`src/design/twidc_regs.vh`:
```
/*
  Register map, field layout and reset values of the transmit DMA
  configuration block. Included by the design files; defines only.
*/
// Function
// - The byte limit holds the most bytes fetched per transaction, 1 to 0x3FFF.
// - After each transaction the sent byte count is updated and read-only.
// - A transaction ended by NACK counts the byte that was refused.
// - The low 7 address bits are the target address sent on the bus.
`ifndef TWIDC_REGS_VH
`define TWIDC_REGS_VH
`define TWIDC_OFF_TX_PTR     12'h0544
`define TWIDC_OFF_TX_MAX     12'h0548
`define TWIDC_OFF_TX_SENT    12'h054C
`define TWIDC_OFF_TX_LIST    12'h0550
`define TWIDC_OFF_ADDR       12'h0588
`define TWIDC_OFF_FIFO_STAT  12'h058C
`define TWIDC_CNT_W          14
`define TWIDC_CNT_MAX        14'h3FFF
`define TWIDC_LIST_W         3
`define TWIDC_LIST_OFF       3'h0
`define TWIDC_LIST_ARRAY     3'h1
`define TWIDC_ADDR_W         7
`define TWIDC_RST_WORD       32'h0000_0000
`define TWIDC_FIFO_W         8
`define TWIDC_FIFO_D         16
`endif

```
`src/design/twidc_fifo.v`:
```
/*
  Synchronous FIFO with valid and ready on both sides.
  Assumes one clock and an asynchronous active-low reset.
*/
`timescale 1ns/1ps
module twidc_fifo #(
  parameter WIDTH = 8,
  parameter DEPTH = 16,
  parameter AW    = 4
) (
  input  wire             i_clk,
  input  wire             i_rstn,
  input  wire [WIDTH-1:0] i_data,
  input  wire             i_valid,
  output wire             o_ready,
  output wire [WIDTH-1:0] o_data,
  output wire             o_valid,
  input  wire             i_ready,
  output wire [AW:0]      o_level
);
  // A sized copy of the depth keeps the full test free of a parameter
  // part-select, which strict front ends refuse.
  localparam [AW:0] FULL = DEPTH;

  reg [WIDTH-1:0] mem [0:DEPTH-1];
  reg [AW-1:0]    wptr;
  reg [AW-1:0]    rptr;
  reg [AW:0]      level;
  wire            push;
  wire            pop;

  assign o_ready = (level != FULL);
  assign o_valid = (level != {(AW+1){1'b0}});
  assign o_data  = mem[rptr];
  assign o_level = level;
  assign push    = i_valid & o_ready;
  assign pop     = o_valid & i_ready;

  always @(posedge i_clk) begin
    if (push) begin
      mem[wptr] <= i_data;
    end
  end

  always @(posedge i_clk or negedge i_rstn) begin
    if (!i_rstn) begin
      wptr  <= {AW{1'b0}};
      rptr  <= {AW{1'b0}};
      level <= {(AW+1){1'b0}};
    end else begin
      if (push) begin
        wptr <= wptr + 1'b1;
      end
      if (pop) begin
        rptr <= rptr + 1'b1;
      end
      if (push && !pop) begin
        level <= level + 1'b1;
      end else if (pop && !push) begin
        level <= level - 1'b1;
      end
    end
  end
endmodule // twidc_fifo

```
`src/design/twidc_top.v`:
```
/*
  Transmit DMA configuration, byte-count and target-address registers of
  a two-wire master, with an APB slave and a byte FIFO between the DMA
  reader and the bus engine. Assumes the engine reports each byte it
  put on the wire and a one-cycle end-of-transaction pulse.
*/
`timescale 1ns/1ps
`include "twidc_regs.vh"
module twidc_top #(
  parameter FIFO_W = `TWIDC_FIFO_W,
  parameter FIFO_D = `TWIDC_FIFO_D
) (
  input  wire                     i_clk,
  input  wire                     i_rstn,
  input  wire                     i_psel,
  input  wire                     i_penable,
  input  wire                     i_pwrite,
  input  wire [11:0]              i_paddr,
  input  wire [31:0]              i_pwdata,
  output reg  [31:0]              o_prdata,
  output reg                      o_pready,
  output reg                      o_pslverr,
  input  wire                     i_start,
  input  wire [FIFO_W-1:0]        i_dma_data,
  input  wire                     i_dma_valid,
  output reg                      o_dma_ready,
  output reg  [FIFO_W-1:0]        o_tx_data,
  output reg                      o_tx_valid,
  input  wire                     i_tx_ready,
  input  wire                     i_byte_sent,
  input  wire                     i_done,
  input  wire                     i_nack,
  output reg  [31:0]              o_buf_ptr,
  output reg  [`TWIDC_CNT_W-1:0]  o_max_count,
  output reg  [`TWIDC_ADDR_W-1:0] o_target_addr,
  output reg                      o_active,
  output reg                      o_limit_hit
);
  localparam ST_IDLE = 2'b01;
  localparam ST_RUN  = 2'b10;

  reg  [31:0]              tx_buffer_pointer;
  reg  [`TWIDC_CNT_W-1:0]  tx_max_byte_count;
  reg  [`TWIDC_CNT_W-1:0]  tx_bytes_sent;
  reg  [`TWIDC_LIST_W-1:0] tx_list_mode;
  reg  [`TWIDC_ADDR_W-1:0] slave_target_address;
  reg  [1:0]               state;
  reg  [`TWIDC_CNT_W-1:0]  run_count;
  reg  [`TWIDC_CNT_W-1:0]  fetched;
  reg  [31:0]              rdata;
  reg                      hit;
  wire                     wr_en;
  wire                     rd_en;
  wire                     fifo_ready;
  wire [FIFO_W-1:0]        fifo_data;
  wire                     fifo_valid;
  wire [4:0]               fifo_level;
  wire                     fetch_ok;
  wire                     take;
  wire                     pop_ok;
  wire                     load_tx;
  wire [31:0]              next_ptr;

  assign wr_en    = i_psel & i_penable & i_pwrite & o_pready;
  assign rd_en    = i_psel & ~i_penable & ~i_pwrite;
  // Fetch stops at the limit so no byte past the buffer end is read.
  assign fetch_ok = (state == ST_RUN) && (fetched < o_max_count);
  assign take     = i_dma_valid & o_dma_ready;
  assign pop_ok   = o_tx_valid & i_tx_ready;
  // The FIFO gives up its head only when the output stage takes it, so
  // no byte is sent twice.
  assign load_tx  = (pop_ok | ~o_tx_valid) & (state == ST_RUN);
  assign next_ptr = o_buf_ptr + {{(32-`TWIDC_CNT_W){1'b0}}, o_max_count};

  twidc_fifo #(
    .WIDTH (FIFO_W),
    .DEPTH (FIFO_D),
    .AW    (4)
  ) u_fifo (
    .i_clk   (i_clk),
    .i_rstn  (i_rstn),
    .i_data  (i_dma_data),
    .i_valid (take),
    .o_ready (fifo_ready),
    .o_data  (fifo_data),
    .o_valid (fifo_valid),
    .i_ready (load_tx),
    .o_level (fifo_level)
  );

  // Read data is registered in the setup cycle so the access ends in one.
  always @* begin
    hit   = 1'b1;
    rdata = `TWIDC_RST_WORD;
    if (i_paddr == `TWIDC_OFF_TX_PTR) begin
      rdata = tx_buffer_pointer;
    end else if (i_paddr == `TWIDC_OFF_TX_MAX) begin
      rdata[`TWIDC_CNT_W-1:0] = tx_max_byte_count;
    end else if (i_paddr == `TWIDC_OFF_TX_SENT) begin
      rdata[`TWIDC_CNT_W-1:0] = tx_bytes_sent;
    end else if (i_paddr == `TWIDC_OFF_TX_LIST) begin
      rdata[`TWIDC_LIST_W-1:0] = tx_list_mode;
    end else if (i_paddr == `TWIDC_OFF_ADDR) begin
      rdata[`TWIDC_ADDR_W-1:0] = slave_target_address;
    end else if (i_paddr == `TWIDC_OFF_FIFO_STAT) begin
      rdata[4:0] = fifo_level;
      rdata[8]   = o_active;
    end else begin
      hit = 1'b0;
    end
  end

  always @(posedge i_clk or negedge i_rstn) begin
    if (!i_rstn) begin
      o_prdata  <= `TWIDC_RST_WORD;
      o_pready  <= 1'b0;
      o_pslverr <= 1'b0;
    end else begin
      o_pready  <= i_psel & ~i_penable;
      o_pslverr <= i_psel & ~i_penable & ~hit;
      if (rd_en) begin
        o_prdata <= rdata;
      end
    end
  end

  // The sent count register has no write path; software only reads it.
  always @(posedge i_clk or negedge i_rstn) begin
    if (!i_rstn) begin
      tx_buffer_pointer    <= `TWIDC_RST_WORD;
      tx_max_byte_count    <= {`TWIDC_CNT_W{1'b0}};
      tx_list_mode         <= `TWIDC_LIST_OFF;
      slave_target_address <= {`TWIDC_ADDR_W{1'b0}};
    end else if (wr_en) begin
      if (i_paddr == `TWIDC_OFF_TX_PTR) begin
        tx_buffer_pointer <= i_pwdata;
      end else if (i_paddr == `TWIDC_OFF_TX_MAX) begin
        tx_max_byte_count <= i_pwdata[`TWIDC_CNT_W-1:0];
      end else if (i_paddr == `TWIDC_OFF_TX_LIST) begin
        tx_list_mode <= i_pwdata[`TWIDC_LIST_W-1:0];
      end else if (i_paddr == `TWIDC_OFF_ADDR) begin
        slave_target_address <= i_pwdata[`TWIDC_ADDR_W-1:0];
      end
    end
  end

  // Configuration is latched at start so software may reprogram it for
  // the next transaction while this one runs.
  always @(posedge i_clk or negedge i_rstn) begin
    if (!i_rstn) begin
      state         <= ST_IDLE;
      o_buf_ptr     <= `TWIDC_RST_WORD;
      o_max_count   <= {`TWIDC_CNT_W{1'b0}};
      o_target_addr <= {`TWIDC_ADDR_W{1'b0}};
      o_active      <= 1'b0;
      o_limit_hit   <= 1'b0;
      run_count     <= {`TWIDC_CNT_W{1'b0}};
      fetched       <= {`TWIDC_CNT_W{1'b0}};
      tx_bytes_sent <= {`TWIDC_CNT_W{1'b0}};
      o_dma_ready   <= 1'b0;
      o_tx_valid    <= 1'b0;
      o_tx_data     <= {FIFO_W{1'b0}};
    end else begin
      o_dma_ready <= fetch_ok && fifo_ready && !(take && fifo_level[3:0]
                     == 4'hF) && !(take && fetched + 1'b1 >= o_max_count);
      if (pop_ok || !o_tx_valid) begin
        o_tx_valid <= fifo_valid && (state == ST_RUN);
        o_tx_data  <= fifo_data;
      end
      if (take) begin
        fetched <= fetched + 1'b1;
      end
      case (state)
        ST_IDLE: begin
          if (i_start) begin
            state         <= ST_RUN;
            o_active      <= 1'b1;
            o_limit_hit   <= 1'b0;
            o_target_addr <= slave_target_address;
            o_max_count   <= tx_max_byte_count;
            run_count     <= {`TWIDC_CNT_W{1'b0}};
            fetched       <= {`TWIDC_CNT_W{1'b0}};
            if (tx_list_mode == `TWIDC_LIST_ARRAY && o_active == 1'b0
                && o_buf_ptr != `TWIDC_RST_WORD) begin
              o_buf_ptr <= next_ptr;
            end else begin
              o_buf_ptr <= tx_buffer_pointer;
            end
          end
        end
        ST_RUN: begin
          if (i_byte_sent && run_count != o_max_count) begin
            run_count <= run_count + 1'b1;
          end
          if (run_count == o_max_count && o_max_count != 0) begin
            o_limit_hit <= 1'b1;
          end
          if (i_done) begin
            state    <= ST_IDLE;
            o_active <= 1'b0;
            o_dma_ready <= 1'b0;
            // A byte refused by NACK still left the wire, so it counts.
            if (i_nack && i_byte_sent) begin
              tx_bytes_sent <= run_count + 1'b1;
            end else if (i_nack) begin
              tx_bytes_sent <= run_count;
            end else begin
              tx_bytes_sent <= run_count + {13'h0000, i_byte_sent};
            end
          end
        end
        default: begin
          state <= ST_IDLE;
        end
      endcase
    end
  end
endmodule // twidc_top

```
`config.mk`:
```
export PLATFORM = sky130hd
export DESIGN_NAME = twidc_top
export DESIGN_NICKNAME = d
export VERILOG_FILES = /design/src/design/twidc_fifo.v /design/src/design/twidc_top.v
export VERILOG_INCLUDE_DIRS = /design/src /design/src/design
export SDC_FILE = /design/constraint.sdc
export NUM_CORES = 1
export LEC_CHECK = 0
export BUFFER_PORTS_ARGS = -buffer_cell sky130_fd_sc_hd__buf_2
export CAP_MARGIN = 20
export CORE_MARGIN = 3
export CORE_UTILIZATION = 55
export CTS_CLUSTER_DIAMETER = 100
export CTS_CLUSTER_SIZE = 24
export DETAILED_ROUTE_END_ITERATION = 10
export PLACE_DENSITY = 0.82
export SYNTH_ARGS = -nofsm -noshare
export SYNTH_HDL_FRONTEND = slang
export SYNTH_HIERARCHICAL = 1
export SYNTH_SLANG_ARGS = --single-unit
```
`constraint.sdc`:
```
create_clock -name i_clk -period 3.6 [get_ports i_clk]
set_clock_uncertainty 0.15 [all_clocks]
set_input_delay 1.08 -clock i_clk [delete_from_list [all_inputs] [get_ports i_clk]]
set_output_delay 1.08 -clock i_clk [all_outputs]
set_load 0.01 [all_outputs]
```
==> run_results.csv, run 1 <==
group,metric,value,unit
clock_network,cts_setup_buffers,0,
logic_synthesis,yosysSeqAreaShare,0.557,
route,wl_per_cell,21.6,um
setup_path,r2r.worst_path.cells,12,
clock_network,cts_resized,0,
logic_synthesis,syn-cell-area,16400,sq um
setup_path,path_max_fanout,5,
final_layout,final_common_cell,"dfrtp_1",
power,leakagePower,8.02,nW
grt,grt_pass1_vias,12000,
final_layout,layout_common_cells,"210 x dfrtp_1, 182 x nand2_1, 160 x buf_2, 128 x edfxtp_1, 107 x nor2_1",
final_layout,nNetsFinal,1687,
final_layout,drive_gt1_frac,0.218,
hold_path,hold_start,"o_prdata[22]",
power,ir_worst_vdd,0.340,mV
sta,worst_slew_margin_rel,0.374,
logic_synthesis,yosys.area.top_type,"dfrtp_1",
grt,grtUsageTotal,0.267,
logic_synthesis,synthTopCellsByArea,"dfrtp_1 32%, edfxtp_1 23%, mux2_2 4.5%",
logic_synthesis,synth_ff_type,"dfrtp_1",
logic_synthesis,synth_nets,1532,
power,p_per_area,510,nW/um^2
die,initial_core_util,0.565,
run,max_cap_viol_count,0,
die,die_width,179,um
final_layout,fin_area,18300,sq um
setup_path,cp-start-kind,"flip-flop",
die,dieArea,32000,sq um
placement,gp_congestion,0.927,
sta,min_period_over_period,0.880,
route,dr.pass1.iters,6,
sta,min_period,3170,ps
placement,hpwlAfterDp,31200,um
grt,grt_max_degree,68,
placement,placed_cell_area,17800,sq um
route,num_vias,12100,
hold_path,whs_path_depth,2,
sta,timing.final.hold_violations,0,
logic_synthesis,postSynthAreaPerCell,11.6,sq um
setup_path,crit_path_end_kind,"flip-flop",
logic_synthesis,ys.warnings.count,6,
sta,fmax,316,MHz
die,core,29100,sq um
outcome,status,"finished, final reports clean",
setup_path,cp.required,3820,ps
logic_synthesis,synth.distinct_cells,80,
sta,tightest_slew,926,ps
setup_path,cp_cell_sequence,"nand3_1, nor2_1, nand3_1, nor2_1, nand3_1, xnor2_1, ha_1, a21oi_1, nand2_1, nor2_1, o211ai_1, a211oi_1",
grt,antenna_found_initial,2,
logic_synthesis,syn_inst,1412,
clock_network,clockBufferDepth,3,
logic_synthesis,yosysTopAreaCellShare,0.321,
logic_synthesis,synth-edff-count,128,
final_layout,fin_cells,1958,
setup_path,cpMaxStageDelayCell,"dfrtp_1",
final_layout,area_delta_synth_final,11.3,%
placement,port_buffers,161,
route,routed_wl,42300,um
sta,hold_slack,318,ps
clock_network,root_buffer,"clkbuf_16",
sta,slew_viol_final,0,
clock_network,cts-hold-fix-buffers,0,
die,io_pins,162,
die,row_count,62,
clock_network,h-tree-depth,1,
sta,fin_setup_tns,0,ps
grt,grt_first_pass_wirelength,66600,um
clock_network,cts_sinks,340,
route,drc,0,
setup_path,path_class,"reg2reg",
route,drt_iter0_drc,1547,
sta,rsz0062_at_grt,"no",
setup_path,crit_arrival,3390,ps
clock_network,cts_made_buffers,18,
final_layout,diodes,0,
setup_path,worst_setup_path_startpoint,"fetched[2]",
clock_network,clk_pin_slew_worst_paths,100,ps
hold_path,holdCritPathClass,"reg2reg",
sta,setup_viol,0,
setup_path,r2r_start,"fetched[2]",
route,ant_nets,0,
logic_synthesis,ys_async_sr_fraction,0.624,
grt,grt_remaining_overflow,0,
placement,dp_cells,1931,
clock_network,cts_tree,"yes",
clock_network,clk_latency,520,ps
setup_path,max_stage_delay,470,ps
die,die_h,179,um
route,vias_per_cell,6.18,
logic_synthesis,ys_seq_elements,340,
==> kinds of logic (layout without fill, tap and decap cells) <==
family          Yosys count  in the layout  share of synthesized area
fa+ha+maj                57             57                     0.0443
compound gates          265            265                      0.108
simple gates            459            459                      0.134
flops                   340            340                      0.557
buf+inv                 101            263                     0.0296
mux                     120            120                     0.0904
xor+xnor                 70             70                     0.0373
==> routing by layer <==
layer,vias up,track usage,routed length (um),part of all wire
met5,-,0,23,0.00054
met4,4,0.0662,1090,0.026
met3,95,0.0430,3360,0.079
met2,539,0.438,20300,0.48
met1,5982,0.376,17500,0.41
li1,5485,-,-,-
==> final timing paths <==
kind / to / slack [ps]
worst max register to register: o_dma_ready / 430
worst min register to register: o_prdata[22] / 320
worst min-delay path: o_prdata[22] / 320
worst max-delay path: o_dma_ready / 430
max in group asynchronous: o_max_count[12] / 2140
min in group asynchronous: o_target_addr[3] / 350
==> flip-flops by register name, indices dropped and copies added, names as in the netlist <==
register	count
o_target_addr	7
fetched	14
o_max_count	14
run_count	14
o_tx_valid	1
tx_bytes_sent	14
state	2
u_fifo/wptr	4
u_fifo/o_level	5
o_pslverr	1
u_fifo/rptr	4
tx_max_byte_count	14
o_limit_hit	1
tx_list_mode	3
o_pready	1
o_buf_ptr	32
o_tx_data	8
o_active	1
o_dma_ready	1
o_prdata	32
u_fifo/mem	128
tx_buffer_pointer	32
slave_target_address	7
==> critical path, delay by kind of cell, from the launching register on <==
family                   cells  cell delay, ps
XOR/XNOR                     1             150
flip-flops                   1             470
AND/OR/NAND/NOR              7            1260
AO/OA/AOI/OAI                3             670
adder cells (fa/ha/maj)      1             330
==> stage by stage <==
step / total power [mW] / utilization / setup WS (ps)
3_3_place_gp: 7.09 / 0.611 / 286
6_report: 9.33 / 0.629 / 432
4_1_cts: 9.35 / 0.629 / 489
2_1_floorplan: 6.34 / - / 305
3_5_place_dp: 7.17 / 0.611 / 250
5_1_grt: 9.77 / 0.629 / 174
==> power by group <==
group	switching (mW)	internal, mW
Combinational	1.27	1.03
Clock	1.21	0.987
Sequential	0.528	4.31
Total	3.01	6.32
==> Yosys cell counts (all sizes together), types with 4 or more instances <==
library cell  count
a22oi            15
nand4            24
o41ai             4
xor2             36
a21o              9
a221oi           19
a21oi            64
xnor2            34
mux2i            36
o22a              4
o31ai             7
a211oi            4
mux2             68
a222oi           11
o21a              6
nor2            112
or3               4
dfrtp           211
edfxtp          128
nand2           182
ha               55
inv              27
a311oi            4
o22ai             6
nor2b            15
and3             14
mux4             16
nand3            43
a2bb2oi           4
nor3             18
a31oi            18
clkbuf           43
nor4b             4
nor4             21
nand2b           10
o21ai            73
buf              30
==> layout make-up <==
| type | instances | area [sq um] |
|---|---|---|
| Clock inverter | 2 | 22.5 |
| Inverter | 28 | 105 |
| Sequential cell | 340 | 9150 |
| Timing Repair Buffer | 208 | 1220 |
| Tap cell | 384 | 480 |
| Multi-Input combinational cell | 971 | 6820 |
| Clock buffer | 25 | 498 |
| Fill cell | 2268 | 10800 |
Note: power is estimated with default switching activity, not from simulation.
==> run 2, diff against run 1 <==
--- a/config.mk
+++ b/config.mk
@@ -6,14 +6,14 @@
 export SDC_FILE = /design/constraint.sdc
 export NUM_CORES = 1
 export LEC_CHECK = 0
-export BUFFER_PORTS_ARGS = -buffer_cell sky130_fd_sc_hd__buf_2
 export CAP_MARGIN = 20
 export CORE_MARGIN = 3
 export CORE_UTILIZATION = 55
 export CTS_CLUSTER_DIAMETER = 100
 export CTS_CLUSTER_SIZE = 24
 export DETAILED_ROUTE_END_ITERATION = 10
-export PLACE_DENSITY = 0.82
+export DONT_BUFFER_PORTS = 1
+export PLACE_DENSITY = 0.77
 export SYNTH_ARGS = -nofsm -noshare
 export SYNTH_HDL_FRONTEND = slang
 export SYNTH_HIERARCHICAL = 1
==> run_results.csv, run 2 (synthesized netlist as in run 1, its figures left out) <==
group,metric,value,unit
outcome,status,"finished, final reports clean",
placement,place_ws,377,ps
clock_network,h-tree-depth,1,
route,dr.pass1.iters,8,
final_layout,drive_gt1_frac,0.127,
sta,fin_setup_tns,0,ps
route,drc,0,
power,ir_worst_vdd,0.532,mV
route,num_vias,11400,
final_layout,multi_input_area,6820,sq um
clock_network,clockBufferDepth,3,
route,drt_iter0_drc,1084,
setup_path,cp.required,3880,ps
setup_path,r2r_setup_slack,280,ps
grt,use_met3,0.0529,
sta,worst_slew_margin_rel,0.432,
sta,slew_viol_final,0,
clock_network,clk_latency,530,ps
placement,hpwlAfterDp,29300,um
die,core,29100,sq um
power,power,9.14,mW
final_layout,diodes,0,
sta,setup_viol,0,
setup_path,r2r_end,"o_buf_ptr[23]",
grt,busiest_layer,"met2",
route,vias_per_cell,6.37,
placement,gp_congestion,0.925,
setup_path,path_max_fanout,11,
final_layout,largest_reg_flops,128,
final_layout,nNetsFinal,1522,
final_layout,fillCellCount,2330,
final_layout,area_delta_synth_final,6.16,%
hold_path,holdCritPathClass,"in2async",
sta,fmax,301,MHz
clock_network,root_buffer,"clkbuf_16",
sta,tightest_slew,852,ps
die,row_count,62,
final_layout,seq_area,9150,sq um
final_layout,regMostFlops,"u_fifo/mem",
grt,grt_util_met1,0.351,
grt,grtUsageTotal,0.256,
setup_path,path_class,"reg2reg",
final_layout,layout_common_cells,"210 x dfrtp_1, 182 x nand2_1, 128 x edfxtp_1, 107 x nor2_1, 70 x o21ai_0",
die,dieArea,32000,sq um
setup_path,crit_path_end_kind,"flip-flop",
die,initial_core_util,0.565,
setup_path,r2r.worst_path.cells,8,
sta,min_period_over_period,0.922,
clock_network,cts_setup_buffers,0,
sta,timing.final.hold_violations,0,
clock_network,cts_made_buffers,18,
clock_network,cts_resized,0,
route,wl_per_cell,23.0,um
grt,grt_pass1_vias,11100,
route,routed_wl,41200,um
grt,grt_use_met2,0.417,
sta,min_period,3320,ps
clock_network,cts_sinks,340,
clock_network,cts-hold-fix-buffers,0,
placement,port_buffers,0,
sta,rsz0062_at_grt,"no",
setup_path,crit_arrival,3600,ps
die,io_pins,162,
power,p_per_area,524,nW/um^2
final_layout,final_common_cell,"dfrtp_1",
route,ant_nets,0,
die,die_width,179,um
grt,grt_first_pass_wirelength,63500,um
power,leakagePower,7.28,nW
die,die_h,179,um
setup_path,cp-start-kind,"flip-flop",
clock_network,clk_pin_slew_worst_paths,100,ps
run,max_cap_viol_count,0,
setup_path,r2r_start,"o_buf_ptr[4]",
grt,grt_max_degree,213,
grt,grt_remaining_overflow,0,
grt,antenna_found_initial,0,
sta,fin_ws,280,ps
clock_network,cts_tree,"yes",
==> run 2: cell count changes in the layout (fill, tap and decap cells not counted), sizes merged <==
cell    delta
inv        -1
buf      -165
bufinv     +1
==> run 2: per-layer routing <==
layer,part of all wire,vias to the layer above
li1,-,5144
met1,0.41,5710
met2,0.48,502
met3,0.088,67
met4,0.025,0
met5,0,-
==> run 2: critical path, stage by stage, from the launching register on <==
cell and delay, ps:
dfrtp_1 520, ha_1 430, nand3_1 120, a21o_1 230, a41o_1 360, o211ai_2 280
nor2b_1 640, a311oi_1 190, a311oi_1 310
==> run 2: through the flow <==
stage / instance area (sq um) / util / hold slack (ps) / std cells
after global routing: 17500 / 0.600 / 70.8 / 1793
after detailed placement: 16900 / 0.581 / 331 / 1766
after floorplan: 16400 / - / 300 / 1412
after global placement: 16900 / 0.581 / 322 / 1766
after CTS: 17500 / 0.600 / 80.6 / 1793
final: 17500 / 0.600 / 89.9 / 1793
==> run 2: area by class of cell <==
type,instances,area share
inverter,28,0.00602
clock buffer,25,0.0285
sequential,340,0.524
timing repair buffer,43,0.0199
clock inverter,2,0.00265
multi-input combinational,971,0.391
tap,384,0.0275
==> run 2: worst max path at each step <==
stage / startpoint / to / depth (start not counted)
CTS: o_max_count[0] / o_buf_ptr[26] / 10
global route: o_max_count[0] / o_buf_ptr[26] / 10
detailed placement: i_tx_ready / u_fifo/o_level[4] / 10
floorplan: i_tx_ready / u_fifo/o_level[4] / 11
finish: o_buf_ptr[4] / o_buf_ptr[23] / 8
global placement: i_tx_ready / u_fifo/o_level[4] / 10
==> run 2: power by group <==
group | switching (mW) | total [mW] | internal [mW]
sequential | 0.717 | 5.02 | 4.30
combinational | 0.956 | 1.85 | 0.890
clock | 1.22 | 2.27 | 1.06
total | 2.89 | 9.14 | 6.25
==> run 3, diff against run 2 <==
--- a/config.mk
+++ b/config.mk
@@ -8,12 +8,12 @@
 export LEC_CHECK = 0
 export CAP_MARGIN = 20
 export CORE_MARGIN = 3
-export CORE_UTILIZATION = 55
+export CORE_UTILIZATION = 56
 export CTS_CLUSTER_DIAMETER = 100
 export CTS_CLUSTER_SIZE = 24
 export DETAILED_ROUTE_END_ITERATION = 10
 export DONT_BUFFER_PORTS = 1
-export PLACE_DENSITY = 0.77
+export PLACE_DENSITY = 0.78
 export SYNTH_ARGS = -nofsm -noshare
 export SYNTH_HDL_FRONTEND = slang
 export SYNTH_HIERARCHICAL = 1
==> run_results.csv, run 3 (synthesized netlist as in run 1, its figures left out) <==
group,metric,value,unit
outcome,status,"finished, final reports clean",
power,power,9.05,mW
grt,grtUsageTotal,0.260,
final_layout,drive_gt1_frac,0.128,
die,dieArea,31500,sq um
setup_path,crit_arrival,3540,ps
setup_path,critPathMostFrequentCell,"a311oi_1",
final_layout,regMostFlops,"u_fifo/mem",
route,ant_nets,0,
clock_network,cts_tree,"yes",
route,dr.pass1.iters,7,
die,core,28900,sq um
clock_network,clk_pin_slew_worst_paths,100,ps
route,drc,0,
die,initial_core_util,0.570,
setup_path,cp.required,3880,ps
placement,place_ws,327,ps
clock_network,clk_latency,540,ps
final_layout,area_delta_synth_final,6.02,%
setup_path,max_stage_delay,610,ps
route,routed_wl,41400,um
setup_path,cp-start-kind,"flip-flop",
final_layout,diodes,0,
setup_path,crit_path_end_kind,"flip-flop",
setup_path,path_class,"reg2reg",
sta,fmax,308,MHz
die,io_pins,162,
placement,hpwlAfterDp,29800,um
clock_network,cts_setup_buffers,0,
final_layout,nNetsFinal,1523,
clock_network,cts_sinks,340,
grt,grt_pass1_vias,11100,
grt,grt_remaining_overflow,0,
sta,min_period,3250,ps
final_layout,largest_reg_flops,128,
sta,worst_slew_margin_rel,0.423,
clock_network,cts_resized,0,
final_layout,final_common_cell,"dfrtp_1",
die,row_count,62,
setup_path,cpMaxStageDelayCell,"nor2b_1",
route,num_vias,11600,
sta,fin_ws,349,ps
clock_network,cts-hold-fix-buffers,0,
clock_network,root_buffer,"clkbuf_16",
setup_path,path_max_fanout,11,
setup_path,cp_cell_sequence,"ha_1, a21oi_1, a21o_1, a41o_1, o211ai_2, nor2b_1, a311oi_1, a311oi_1",
power,leakagePower,7.27,nW
clock_network,clockBufferDepth,3,
grt,grt_first_pass_wirelength,64000,um
grt,antenna_found_initial,0,
sta,timing.final.hold_violations,0,
grt,grt_max_degree,213,
clock_network,cts_made_buffers,18,
sta,min_period_over_period,0.903,
final_layout,layout_common_cells,"210 x dfrtp_1, 182 x nand2_1, 128 x edfxtp_1, 107 x nor2_1, 70 x o21ai_0",
sta,hold_slack,96.0,ps
run,max_cap_viol_count,0,
power,p_per_area,519,nW/um^2
final_layout,final_util,0.604,
sta,setup_viol,0,
clock_network,h-tree-depth,1,
sta,fin_setup_tns,0,ps
die,die_width,177,um
route,drt_iter0_drc,1396,
sta,slew_viol_final,0,
route,wl_per_cell,23.1,um
placement,port_buffers,0,
sta,rsz0062_at_grt,"no",
die,die_h,177,um
sta,tightest_slew,858,ps
placement,gp_congestion,0.917,
hold_path,holdCritPathClass,"in2async",
power,ir_worst_vdd,0.428,mV
route,vias_per_cell,6.44,
==> run 3: cell types whose count changed in the layout (fill, tap and decap cells not counted), sizes merged <==
| cell | previous run | this run |
|---|---|---|
| clkinv | 1 | 3 |
| buf | 43 | 44 |
| bufinv | 1 | 0 |
==> run 3: report_power, final <==
group          total (mW)  leakage [nW]  internal [mW]  switching, mW
combinational        1.82          3.05          0.876          0.941
sequential           5.04          3.97           4.30          0.738
clock                2.19         0.248          0.952           1.24
total                9.05          7.27           6.13           2.92
==> run 3: cell type report <==
cell class / instances / area [sq um]
Clock buffer: 25 / 477
Clock inverter: 3 / 37.5
Fill cell: 2351 / 11400
Inverter: 28 / 105
Multi-Input combinational cell: 971 / 6820
Sequential cell: 340 / 9150
Tap cell: 384 / 480
Timing Repair Buffer: 44 / 355
==> run 3: per-layer routing <==
layer / part of all wire / GRT usage
met1: 0.40 / 0.366
met2: 0.48 / 0.419
met3: 0.088 / 0.0507
met4: 0.030 / 0.0697
met5: 0 / 0
==> run 3: stage by stage <==
| step | instances | instance area (sq um) |
|---|---|---|
| after CTS | 1795 | 17400 |
| after detailed placement | 1767 | 16900 |
| after global routing | 1795 | 17400 |
| final | 1795 | 17400 |
| after floorplan | 1412 | 16400 |
| after global placement | 1767 | 16900 |
==> run 3: path summary, 6_finish.rpt <==
check / from / to / slack [ps] / cells after the start
setup / recovery: o_max_count[2] / o_buf_ptr[27] / 350 / 8
hold / removal: i_rstn / slave_target_address[3] / 100 / 0
setup reg to reg: o_max_count[2] / o_buf_ptr[27] / 350 / 8
hold reg to reg: tx_bytes_sent[6] / tx_bytes_sent[6] / 340 / 2
max in group asynchronous: i_rstn / fetched[5] / 2790 / 0
min in group i_clk: tx_bytes_sent[6] / tx_bytes_sent[6] / 340 / 2
==> run 3: worst max-delay path: cells and delay by family, from the launching register on <==
kind / cells / cell delay [ps]
flip-flops: 1 / 500
AO/OA/AOI/OAI: 6 / 1480
AND/OR/NAND/NOR: 1 / 610
adder cells (fa/ha/maj): 1 / 400
